[src/hw/tmc_pkg.sv]
// constants and types shared by the timer common-access block
package tmc_pkg;

   // ==========================================================
   // timer instances
   localparam int NUM_TMR                = 3;
   localparam int TMR_W   [NUM_TMR]      = '{16, 10, 16};
   localparam int TMR_PW  [NUM_TMR]      = '{8, 10, 8};
   localparam bit TMR_CAP [NUM_TMR]      = '{1'b1, 1'b1, 1'b0};

   // ==========================================================
   // register map, address = timer index in [7:4], offset in [3:0]
   localparam logic [7:0] ADDR_PINFN     = 8'h30;
   localparam logic [3:0] OFF_CTRL0      = 4'h0;
   localparam logic [3:0] OFF_CTRL1      = 4'h1;
   localparam logic [3:0] OFF_CNT_LO     = 4'h2;
   localparam logic [3:0] OFF_CNT_HI     = 4'h3;
   localparam logic [3:0] OFF_CMPA_LO    = 4'h4;
   localparam logic [3:0] OFF_CMPA_HI    = 4'h5;
   localparam logic [3:0] OFF_CMPP_LO    = 4'h6;
   localparam logic [3:0] OFF_CMPP_HI    = 4'h7;

   // ==========================================================
   // fields and reset values
   localparam int         C0_PAUSE       = 7;
   localparam int         C0_CKS_LO      = 4;
   localparam int         C0_ON          = 3;
   localparam logic [7:0] C0_WMASK       = 8'hf8;
   localparam int         C1_MODE_LO     = 6;
   localparam int         C1_IO_LO       = 4;
   localparam int         C1_OC          = 3;
   localparam int         C1_POL         = 2;
   localparam int         C1_CCLR        = 0;
   localparam int         PF_AUX         = 7;
   localparam logic [7:0] PF_WMASK       = 8'h87;
   localparam logic [7:0] REG_RST        = 8'h00;

   // ==========================================================
   // clock sources and modes
   typedef enum logic [2:0] {
      CKS_SYS_DIV4 = 3'b000,
      CKS_SYS      = 3'b001,
      CKS_FH_DIV16 = 3'b010,
      CKS_FH_DIV64 = 3'b011,
      CKS_TBC      = 3'b100,
      CKS_RESERVED = 3'b101,
      CKS_EXT_RISE = 3'b110,
      CKS_EXT_FALL = 3'b111
   } tmc_cks_type;

   typedef enum logic [1:0] {
      MODE_CMP = 2'b00,
      MODE_CAP = 2'b01,
      MODE_PWM = 2'b10,
      MODE_CNT = 2'b11
   } tmc_mode_type;

endpackage : tmc_pkg

[src/hw/tmc_channel.sv]
// counter, comparators and output stage of one timer
`timescale 1ns/1ps
`default_nettype none
module tmc_channel import tmc_pkg::*; #(
   parameter int W   = 16,
   parameter int PW  = 8,
   parameter bit CAP = 1'b0
) (
   // clock and reset
   input  wire logic          i_clk_sys,
   input  wire logic          i_sys_rst,
   // control
   input  wire logic          i_tick,
   input  wire logic          i_on,
   input  wire logic          i_pause,
   input  wire tmc_mode_type  i_mode,
   input  wire logic [1:0]    i_io,
   input  wire logic          i_oc,
   input  wire logic          i_pol,
   input  wire logic          i_cclr,
   input  wire logic [W-1:0]  i_cmpa,
   input  wire logic [PW-1:0] i_cmpp,
   input  wire logic          i_pin_rise,
   input  wire logic          i_pin_fall,
   // state and events
   output logic [W-1:0]       o_count,
   output logic               o_int_a,
   output logic               o_int_p,
   output logic               o_out,
   output logic               o_cap
);
   logic [W-1:0] cnt_q, cnt_d;
   logic         on_q, ia_q, ia_d, ip_q, ip_d, out_q, out_d, cap_d, cap_q;
   logic         on_rise, run, hit_a, hit_p, cap_mode, pin_evt;

   always_comb begin
      on_rise  = i_on & ~on_q;
      run      = i_tick & i_on & ~i_pause;
      hit_a    = (cnt_q == i_cmpa);
      hit_p    = (cnt_q == (W'(i_cmpp) << (W - PW)));
      cap_mode = CAP && (i_mode == MODE_CAP);
      unique case (i_io)
         2'b00   : pin_evt = i_pin_rise;
         2'b01   : pin_evt = i_pin_fall;
         default : pin_evt = i_pin_rise | i_pin_fall;
      endcase
      cap_d = cap_mode & i_on & pin_evt;
      cnt_d = cnt_q;
      if (on_rise) begin
         cnt_d = '0;
      end else if (run) begin
         if (!cap_mode && (i_cclr ? hit_a : hit_p)) begin
            cnt_d = '0;
         end else begin
            cnt_d = cnt_q + W'(1);
         end
      end
      ia_d  = (run & hit_a & ~cap_mode) | cap_d;
      ip_d  = run & hit_p;
      out_d = out_q;
      if (i_mode == MODE_PWM) begin
         // edge aligned, active while below compare A when i_io is 2'b10, else held at the static level i_io[0]; i_pol inverts both
         out_d = ((i_io == 2'b10) ? (cnt_q < i_cmpa) : i_io[0]) ^ i_pol;
      end else if (i_mode == MODE_CMP) begin
         if (on_rise) begin
            out_d = i_oc;
         end else if (run && hit_a) begin
            unique case (i_io)
               2'b00 : out_d = out_q;
               2'b01 : out_d = 1'b0;
               2'b10 : out_d = 1'b1;
               2'b11 : out_d = ~out_q;
            endcase
         end
      end
   end

   always_ff @(posedge i_clk_sys or posedge i_sys_rst) begin
      if (i_sys_rst) begin
         cnt_q <= '0;
         on_q  <= 1'b0;
         ia_q  <= 1'b0;
         ip_q  <= 1'b0;
         out_q <= 1'b0;
         cap_q <= 1'b0;
      end else begin
         cnt_q <= cnt_d;
         on_q  <= i_on;
         ia_q  <= ia_d;
         ip_q  <= ip_d;
         out_q <= out_d;
         cap_q <= cap_d;
      end
   end

   assign o_count = cnt_q;
   assign o_int_a = ia_q;
   assign o_int_p = ip_q;
   assign o_out   = out_q;
   assign o_cap   = cap_q;

   // ==========================================================
   // checks
   on_clears_cnt_a : assert property (@(posedge i_clk_sys) disable iff (i_sys_rst)
      i_on && !on_q |=> cnt_q == '0) else $error("counter not cleared on switch on");
   match_a_int_a : assert property (@(posedge i_clk_sys) disable iff (i_sys_rst)
      run && hit_a && !cap_mode |=> o_int_a) else $error("compare A event lost");
   toggle_out_a : assert property (@(posedge i_clk_sys) disable iff (i_sys_rst)
      (i_mode == MODE_CMP) && run && hit_a && !on_rise && (i_io == 2'b11)
      |=> o_out != $past(o_out)) else $error("toggle on compare A missing");

endmodule : tmc_channel
`default_nettype wire

[src/hw/tmc_clk_src.sv]
// counter clock source selection for one timer
`timescale 1ns/1ps
`default_nettype none
module tmc_clk_src import tmc_pkg::*; (
   // clock and reset
   input  wire logic        i_clk_sys,
   input  wire logic        i_sys_rst,
   // source selection and internal clocks
   input  wire tmc_cks_type i_cks,
   input  wire logic        i_fh_tick,
   input  wire logic        i_tbc_tick,
   // external clock pin
   input  wire logic        i_ext_pin,
   // count enable
   output logic             o_tick
);
   logic [2:0] ext_q, ext_d;
   logic [1:0] sys_q, sys_d;
   logic [5:0] fh_q, fh_d;
   logic       ext_rise, ext_fall;

   // ==========================================================
   // prescalers and pin synchroniser
   always_comb begin
      ext_d    = {ext_q[1:0], i_ext_pin};
      sys_d    = sys_q + 2'd1;
      fh_d     = i_fh_tick ? fh_q + 6'd1 : fh_q;
      ext_rise = ext_q[1] & ~ext_q[2];
      ext_fall = ~ext_q[1] & ext_q[2];
      // pin edges reach the counter only in the two pin codes
      unique case (i_cks)
         CKS_SYS_DIV4 : o_tick = (sys_q == 2'b11);
         CKS_SYS      : o_tick = 1'b1;
         CKS_FH_DIV16 : o_tick = i_fh_tick & (fh_q[3:0] == 4'hf);
         CKS_FH_DIV64 : o_tick = i_fh_tick & (fh_q == 6'h3f);
         CKS_TBC      : o_tick = i_tbc_tick;
         CKS_RESERVED : o_tick = 1'b0;
         CKS_EXT_RISE : o_tick = ext_rise;
         CKS_EXT_FALL : o_tick = ext_fall;
      endcase
   end

   always_ff @(posedge i_clk_sys or posedge i_sys_rst) begin
      if (i_sys_rst) begin
         ext_q <= 3'b000;
         sys_q <= 2'b00;
         fh_q  <= 6'h00;
      end else begin
         ext_q <= ext_d;
         sys_q <= sys_d;
         fh_q  <= fh_d;
      end
   end

   // ==========================================================
   // checks
   reserved_no_clk_a : assert property (@(posedge i_clk_sys) disable iff (i_sys_rst)
      i_cks == CKS_RESERVED |-> !o_tick) else $error("reserved code gave a tick");
   ext_fall_tick_a : assert property (@(posedge i_clk_sys) disable iff (i_sys_rst)
      (i_cks == CKS_EXT_FALL) && $past(i_ext_pin, 3) && !$past(i_ext_pin, 2) |-> o_tick)
      else $error("falling pin edge not counted");
   // a legal switch to another source right after a tick is not a rate fault
   sys_div4_a : assert property (@(posedge i_clk_sys) disable iff (i_sys_rst)
      (i_cks == CKS_SYS_DIV4) && o_tick |=> (!o_tick || (i_cks != CKS_SYS_DIV4)) [*3])
      else $error("system clock quarter rate wrong");

endmodule : tmc_clk_src
`default_nettype wire

[src/hw/tmc_top.sv]
// three timers, each with its own clock selection, sharing pin control and byte buffer
`timescale 1ns/1ps
`default_nettype none
module tmc_top import tmc_pkg::*; (
   // clock and reset
   input  wire logic               i_clk_sys,
   input  wire logic               i_sys_rst,
   // register port from the core
   input  wire logic [7:0]         i_reg_addr,
   input  wire logic               i_reg_wr,
   input  wire logic               i_reg_rd,
   input  wire logic [7:0]         i_reg_wdata,
   output logic      [7:0]         o_reg_rdata,
   // internal clock strobes
   input  wire logic               i_internal_high_clock_tick,
   input  wire logic               i_time_base_clock_tick,
   // external clock pins
   input  wire logic [NUM_TMR-1:0] i_timer_ext_clock_pin,
   // timer io pins and their other shared functions
   input  wire logic [NUM_TMR-1:0] i_timer_io_pin,
   output logic      [NUM_TMR-1:0] o_timer_io_pin,
   output logic      [NUM_TMR-1:0] o_timer_io_pin_oe,
   input  wire logic [NUM_TMR-1:0] i_alt_func_out,
   input  wire logic [NUM_TMR-1:0] i_alt_func_oe,
   output logic                    o_aux_output_pin_enable,
   // compare events
   output logic      [NUM_TMR-1:0] o_int_cmp_a,
   output logic      [NUM_TMR-1:0] o_int_cmp_p
);
   // ==========================================================
   // register state
   logic [7:0]  ctrl0_q [NUM_TMR];
   logic [7:0]  ctrl0_d [NUM_TMR];
   logic [7:0]  ctrl1_q [NUM_TMR];
   logic [7:0]  ctrl1_d [NUM_TMR];
   logic [15:0] cmpa_q  [NUM_TMR];
   logic [15:0] cmpa_d  [NUM_TMR];
   logic [9:0]  cmpp_q  [NUM_TMR];
   logic [9:0]  cmpp_d  [NUM_TMR];
   logic [15:0] cnt     [NUM_TMR];
   logic [15:0] wmask   [NUM_TMR];
   logic [7:0]  buf_q, buf_d;
   logic [7:0]  pinfn_q, pinfn_d;
   logic [7:0]  rdata_q, rdata_d;
   logic [NUM_TMR-1:0] cap_evt, tmr_out, drive, cap_in;
   logic [3:0]  sel_t;
   logic [3:0]  off;
   logic        acc_tmr;
   logic        wide_p;

   // ==========================================================
   // register file
   always_comb begin
      sel_t   = i_reg_addr[7:4];
      off     = i_reg_addr[3:0];
      acc_tmr = (sel_t < 4'(NUM_TMR));
      wide_p  = 1'b0;
      buf_d   = buf_q;
      pinfn_d = pinfn_q;
      rdata_d = REG_RST;
      for (int t = 0; t < NUM_TMR; t++) begin
         wmask[t]   = 16'hffff >> (16 - TMR_W[t]);
         ctrl0_d[t] = ctrl0_q[t];
         ctrl1_d[t] = ctrl1_q[t];
         cmpa_d[t]  = cmpa_q[t];
         cmpp_d[t]  = cmpp_q[t];
         if (acc_tmr && (sel_t == 4'(t))) begin
            wide_p = (TMR_PW[t] > 8);
         end
      end
      // writes; the counter itself is read only
      if (i_reg_wr && (i_reg_addr == ADDR_PINFN)) begin
         pinfn_d = i_reg_wdata & PF_WMASK;
      end
      for (int t = 0; t < NUM_TMR; t++) begin
         if (i_reg_wr && acc_tmr && (sel_t == 4'(t))) begin
            unique case (off)
               OFF_CTRL0   : ctrl0_d[t] = i_reg_wdata & C0_WMASK;
               OFF_CTRL1   : ctrl1_d[t] = i_reg_wdata;
               OFF_CMPA_LO : buf_d = i_reg_wdata;
               OFF_CMPA_HI : cmpa_d[t] = {i_reg_wdata, buf_q} & wmask[t];
               OFF_CMPP_LO : begin
                  if (wide_p) begin
                     buf_d = i_reg_wdata;
                  end else begin
                     cmpp_d[t] = {2'b00, i_reg_wdata};
                  end
               end
               OFF_CMPP_HI : begin
                  if (wide_p) begin
                     cmpp_d[t] = {i_reg_wdata[1:0], buf_q};
                  end
               end
               default     : ;
            endcase
         end
         // a capture lands in compare A and wins over a software write
         if (cap_evt[t]) begin
            cmpa_d[t] = cnt[t];
         end
      end
      // reads; unmapped offsets answer zero
      if (i_reg_rd && (i_reg_addr == ADDR_PINFN)) begin
         rdata_d = pinfn_q;
      end
      for (int t = 0; t < NUM_TMR; t++) begin
         if (i_reg_rd && acc_tmr && (sel_t == 4'(t))) begin
            unique case (off)
               OFF_CTRL0   : rdata_d = ctrl0_q[t];
               OFF_CTRL1   : rdata_d = ctrl1_q[t];
               OFF_CNT_LO,
               OFF_CMPA_LO : rdata_d = buf_q;
               OFF_CNT_HI  : begin
                  rdata_d = cnt[t][15:8];
                  buf_d   = cnt[t][7:0];
               end
               OFF_CMPA_HI : begin
                  rdata_d = cmpa_q[t][15:8];
                  buf_d   = cmpa_q[t][7:0];
               end
               OFF_CMPP_LO : rdata_d = wide_p ? buf_q : cmpp_q[t][7:0];
               OFF_CMPP_HI : begin
                  if (wide_p) begin
                     rdata_d = {6'b00_0000, cmpp_q[t][9:8]};
                     buf_d   = cmpp_q[t][7:0];
                  end
               end
               default     : ;
            endcase
         end
      end
   end

   // one edge per access, so a read answer follows its strobe by a cycle
   always_ff @(posedge i_clk_sys or posedge i_sys_rst) begin
      if (i_sys_rst) begin
         buf_q   <= REG_RST;
         pinfn_q <= REG_RST;
         rdata_q <= REG_RST;
         for (int t = 0; t < NUM_TMR; t++) begin
            ctrl0_q[t] <= REG_RST;
            ctrl1_q[t] <= REG_RST;
            cmpa_q[t]  <= 16'h0000;
            cmpp_q[t]  <= 10'h000;
         end
      end else begin
         buf_q   <= buf_d;
         pinfn_q <= pinfn_d;
         rdata_q <= rdata_d;
         for (int t = 0; t < NUM_TMR; t++) begin
            ctrl0_q[t] <= ctrl0_d[t];
            ctrl1_q[t] <= ctrl1_d[t];
            cmpa_q[t]  <= cmpa_d[t];
            cmpp_q[t]  <= cmpp_d[t];
         end
      end
   end

   assign o_reg_rdata             = rdata_q;
   assign o_aux_output_pin_enable = pinfn_q[PF_AUX];

   // ==========================================================
   // timer instances
   for (genvar g = 0; g < NUM_TMR; g++) begin : g_tmr
      localparam int GW  = TMR_W[g];
      localparam int GPW = TMR_PW[g];
      logic [2:0]     tio_q, tio_d;
      logic           tick, on, rise, fall;
      logic [GW-1:0]  count;
      tmc_mode_type   mode;

      always_comb begin
         tio_d = {tio_q[1:0], i_timer_io_pin[g]};
         on    = ctrl0_q[g][C0_ON];
         mode  = tmc_mode_type'(ctrl1_q[g][C1_MODE_LO +: 2]);
         // pin belongs to the timer only when enabled and in a pin mode; driving it in compare or PWM mode also needs the timer on
         drive[g]  = pinfn_q[g] & on & ((mode == MODE_CMP) | (mode == MODE_PWM));
         cap_in[g] = pinfn_q[g] & (mode == MODE_CAP) & TMR_CAP[g];
         rise      = cap_in[g] & tio_q[1] & ~tio_q[2];
         fall      = cap_in[g] & ~tio_q[1] & tio_q[2];
         o_timer_io_pin[g]    = drive[g] ? tmr_out[g] : i_alt_func_out[g];
         o_timer_io_pin_oe[g] = drive[g] | (~cap_in[g] & i_alt_func_oe[g]);
      end

      always_ff @(posedge i_clk_sys or posedge i_sys_rst) begin
         if (i_sys_rst) begin
            tio_q <= 3'b000;
         end else begin
            tio_q <= tio_d;
         end
      end

      tmc_clk_src u_clk (
         .i_clk_sys  (i_clk_sys),
         .i_sys_rst  (i_sys_rst),
         .i_cks      (tmc_cks_type'(ctrl0_q[g][C0_CKS_LO +: 3])),
         .i_fh_tick  (i_internal_high_clock_tick),
         .i_tbc_tick (i_time_base_clock_tick),
         .i_ext_pin  (i_timer_ext_clock_pin[g]),
         .o_tick     (tick)
      );

      tmc_channel #(
         .W   (GW),
         .PW  (GPW),
         .CAP (TMR_CAP[g])
      ) u_chan (
         .i_clk_sys  (i_clk_sys),
         .i_sys_rst  (i_sys_rst),
         .i_tick     (tick),
         .i_on       (on),
         .i_pause    (ctrl0_q[g][C0_PAUSE]),
         .i_mode     (mode),
         .i_io       (ctrl1_q[g][C1_IO_LO +: 2]),
         .i_oc       (ctrl1_q[g][C1_OC]),
         .i_pol      (ctrl1_q[g][C1_POL]),
         .i_cclr     (ctrl1_q[g][C1_CCLR]),
         .i_cmpa     (cmpa_q[g][GW-1:0]),
         .i_cmpp     (cmpp_q[g][GPW-1:0]),
         .i_pin_rise (rise),
         .i_pin_fall (fall),
         .o_count    (count),
         .o_int_a    (o_int_cmp_a[g]),
         .o_int_p    (o_int_cmp_p[g]),
         .o_out      (tmr_out[g]),
         .o_cap      (cap_evt[g])
      );

      assign cnt[g] = 16'(count);
   end

   // ==========================================================
   // checks
   logic        hi_rd, lo_wr, hi_wr;
   logic [7:0]  cnt_lo_sel;

   always_comb begin
      hi_rd      = i_reg_rd && !i_reg_wr && acc_tmr && (off == OFF_CNT_HI);
      lo_wr      = i_reg_wr && !i_reg_rd && acc_tmr && (off == OFF_CMPA_LO) && !cap_evt[0];
      hi_wr      = i_reg_wr && !i_reg_rd && (i_reg_addr == {4'h0, OFF_CMPA_HI}) && !cap_evt[0];
      cnt_lo_sel = 8'h00;
      for (int t = 0; t < NUM_TMR; t++) begin
         if (sel_t == 4'(t)) begin
            cnt_lo_sel = cnt[t][7:0];
         end
      end
   end

   pinfn_rsvd_a : assert property (@(posedge i_clk_sys) disable iff (i_sys_rst)
      i_reg_rd && (i_reg_addr == ADDR_PINFN) |=> o_reg_rdata[6:3] == 4'h0)
      else $error("reserved pin function bits not zero");
   hi_read_latch_a : assert property (@(posedge i_clk_sys) disable iff (i_sys_rst)
      hi_rd |=> buf_q == $past(cnt_lo_sel)) else $error("low byte not latched on high read");
   lo_write_buf_a : assert property (@(posedge i_clk_sys) disable iff (i_sys_rst)
      lo_wr |=> (buf_q == $past(i_reg_wdata)) && $stable(cmpa_q[0][7:0]))
      else $error("low byte write must only fill the buffer");
   hi_write_copy_a : assert property (@(posedge i_clk_sys) disable iff (i_sys_rst)
      hi_wr |=> cmpa_q[0] == {$past(i_reg_wdata), $past(buf_q)})
      else $error("high byte write did not copy buffer");
   pin_owner_a : assert property (@(posedge i_clk_sys) disable iff (i_sys_rst)
      !pinfn_q[1] |-> (o_timer_io_pin_oe[1] == i_alt_func_oe[1]) &&
                      (o_timer_io_pin[1] == i_alt_func_out[1]))
      else $error("disabled timer pin not left to other functions");
   capture_input_a : assert property (@(posedge i_clk_sys) disable iff (i_sys_rst)
      cap_in[0] |-> !o_timer_io_pin_oe[0]) else $error("capture pin is driven");
   aux_enable_a : assert property (@(posedge i_clk_sys) disable iff (i_sys_rst)
      i_reg_wr && (i_reg_addr == ADDR_PINFN) |=> o_aux_output_pin_enable == $past(i_reg_wdata[7]))
      else $error("aux enable not written");

endmodule : tmc_top
`default_nettype wire

[config.mk]
export PLATFORM = sky130hd
export DESIGN_NAME = tmc_top
export DESIGN_NICKNAME = d
export VERILOG_FILES = /design/src/hw/tmc_pkg.sv /design/src/hw/tmc_channel.sv /design/src/hw/tmc_clk_src.sv /design/src/hw/tmc_top.sv
export SDC_FILE = /design/constraint.sdc
export NUM_CORES = 1
export LEC_CHECK = 0
export ABC_AREA = 1
export BUFFER_PORTS_ARGS = -buffer_cell sky130_fd_sc_hd__clkbuf_2
export CAP_MARGIN = 20
export CORE_MARGIN = 3
export CORE_UTILIZATION = 50
export DETAILED_ROUTE_END_ITERATION = 7
export PLACE_DENSITY = 0.65
export SLEW_MARGIN = 20
export SYNTH_ARGS = -nofsm -noshare
export SYNTH_HDL_FRONTEND = slang
export SYNTH_HIERARCHICAL = 1
export SYNTH_SLANG_ARGS = --single-unit
[constraint.sdc]
create_clock -name i_clk_sys -period 7.4 [get_ports i_clk_sys]
set_clock_uncertainty 0.1 [all_clocks]
set_input_delay 1.11 -clock i_clk_sys [delete_from_list [all_inputs] [get_ports i_clk_sys]]
set_output_delay 1.11 -clock i_clk_sys [all_outputs]
set_load 0.01 [all_outputs]
==> reports/results.ini <==
[run_status]
status=complete, no violations

[yosys]
netlist_area_um2=14100
yosysWarningCount=6
syn_inst=1907
syn-num-nets=1994
avgSynthCellArea_um2=7.41

[floorplanning]
fp.dieArea_um2=30300
rows=60
fp.dieH_um=174
initial_core_util_pct=51.7
top_level_ports=55
die_w_um=174
core-area_um2=27300

[pwr]
p_comb_share_pct=18.7
p_sw_share_pct=31.9
seq_power_share_pct=43.6
power.density_nw_per_um2=231
leakagePower_nw=7.83
power.switching_mw=1.14
peakVddDrop_v=0.000181
clkPwrFrac_pct=37.7
p_int_mw=2.43

[sta]
finalCriticalPeriod_ps=3190
worst_pin_slew_ps=1090
hold_slack_ps=246
grt_setup_unrepaired=no
maxSlewHeadroom_pct=27.3
timing.final.max_slew_violations=0
layout_setup_ws_ps=4210
final.setup.tns_ps=0
fin_crit_sh_pct=43.1
hold_viol=0
fmax_ghz=0.314
setup_viol=0

[critical_path]
critPathKind=input pin to flip-flop
cp_max_fo=24
worst_path_max_delay_cell=inv_1
worstPathArrival_ps=3500
slowest_delay_ps=540
critPathRequiredTime_ps=7710
cpMostUsedCell=nand2_1
cp-start-kind=input pin
end_kind=flip-flop
cp_cell_sequence=clkbuf_2 > nand2_2 > inv_2 > nand2_2 > inv_1 > nand2_1 > o21ai_0 > a21oi_1 > nand4_1 > o21ai_0 > nand2_1 > nand2_1 > nand2_1

[placement]
dpl_cell_area_um2=14600
preCtsSetupSlack_ps=3740
port_buffers=53
gp_congestion=0.970
hpwl_um=30900

[final_layout]
area_growth_pct=9.37
fill_cells=2679
diodes=0
final_area_um2=15500
drive_above_1_share_pct=10.6
final_net_count=2022

[clock_network]
cts_buffers=27
clk_pin_slew_ps=60
post-cts-setup-buffer-count=0
cts-root-buf=clkbuf_16
clkSinkCount=225
h-tree-depth=1
cts.repair.resized=0
cts_tree=done
clkLatencyLatePin_ps=550
cts_buffer_depth=3
ctsHoldBuffers=0

[route]
vias=12900
antenna_left=0
postRouteWirelength_um=42700
drc=0
wire_per_inst_um=18.4
drtPass1Iterations=7
vias_per_cell=5.56
drtIter0Drc=1275

[grt]
grt_pass1_vias=12100
grt_pass1_wl_um=67600
antenna_found_initial=0
grt_max_degree=72
overflow=0
grtUsageTotal_pct=28.0

[hold_path]
holdCritPathClass=flip-flop to flip-flop

[run]
drv_cap=0

==> power groups by stage <==
stage	registers [mW]	clock network [mW]	logic [mW]
floorplan	1.50	0	0.503
global placement	1.57	0	0.637
detailed placement	1.57	0	0.654
CTS	1.55	1.36	0.661
global route	1.57	1.41	0.760
finish	1.55	1.34	0.665
==> final cells by class <==
class,count,area [µm²],share of cell area (%)
clock inverter,8,119,0.769
clock buffer,38,757,4.90
multi-input combinational,1316,7030,45.5
timing repair buffer,55,280,1.81
tap,372,465,3.01
inverter,310,1170,7.56
sequential,225,5630,36.4
==> sequential cells by signal, summed over array words and instances (netlist names) <==
register / flops
g_tmr.tio_q: 6
o_reg_rdata: 8
g_tmr.u_chan/o_cap: 2
g_tmr.u_chan/on_q: 3
pinfn_q: 4
g_tmr.u_clk/sys_q: 6
cmpa_q: 42
ctrl0_q: 15
g_tmr.u_clk/fh_q: 18
buf_q: 8
g_tmr.u_chan/o_out: 3
cmpp_q: 29
g_tmr.u_chan/o_int_a: 3
ctrl1_q: 24
g_tmr.u_chan/o_int_p: 3
g_tmr.u_clk/ext_q: 9
g_tmr.u_chan/o_count: 42
==> path summary, 6_finish.rpt <==
check                                                   start                                       to  slack, ps  depth (start not counted)
max                                             i_reg_addr[1]                 o_reg_rdata[1]$_DFF_PP0_       4210                         13
min                         g_tmr[0].u_clk/ext_q[0]$_DFF_PP0_        g_tmr[0].u_clk/ext_q[1]$_DFF_PP0_        250                          0
max reg2reg                g_tmr[2].u_clk/fh_q[0]$_DFFE_PP0P_  g_tmr[2].u_chan/o_count[13]$_DFFE_PP0P_       4740                         17
min reg2reg                 g_tmr[0].u_clk/ext_q[0]$_DFF_PP0_        g_tmr[0].u_clk/ext_q[1]$_DFF_PP0_        250                          0
max in group asynchronous                           i_sys_rst                   cmpa_q[38]$_DFFE_PP0P_       5010                          3
min in group asynchronous                           i_sys_rst       g_tmr[1].u_clk/fh_q[4]$_DFFE_PP0P_        730                          2
==> placed cells by master, fill, tap and decap left out, types with 11 or more instances in the layout <==
cell,instances
xor2_1,38
nand4_1,27
dfrtp_1,225
o211ai_1,31
o221ai_1,15
mux2_2,13
xnor2_1,11
o21ai_0,142
o21ai_1,20
clkbuf_2,53
o22ai_1,16
nand2_1,496
nand3_1,79
a21oi_1,89
nor3_1,18
nand2_2,18
inv_1,289
ha_1,53
inv_2,19
nor2_1,148
nor2_2,16
clkbuf_16,27
==> through the flow <==
step | power (mW) | cells | util (%)
floorplan | 2.01 | 1907 | -
global placement | 2.20 | 2278 | 53.3
detailed placement | 2.22 | 2278 | 53.3
CTS | 3.57 | 2324 | 56.5
global route | 3.74 | 2324 | 56.5
finish | 3.56 | 2324 | 56.5
==> metal layers <==
metal	global-route usage, %	wire (µm)	vias to the layer above
li1	-	-	6194
met1	40.6	19000	6117
met2	42.6	18400	520
met3	4.22	3430	97
met4	10.5	1760	0
met5	0	0	-
==> worst max-delay path, delay by kind of cell <==
kind	cells	cell delay, ps
and+or+nand+nor	7	1110
AOI/OAI and AO/OA	3	490
buffers and inverters	3	770
(Power assumes the default switching activity.)
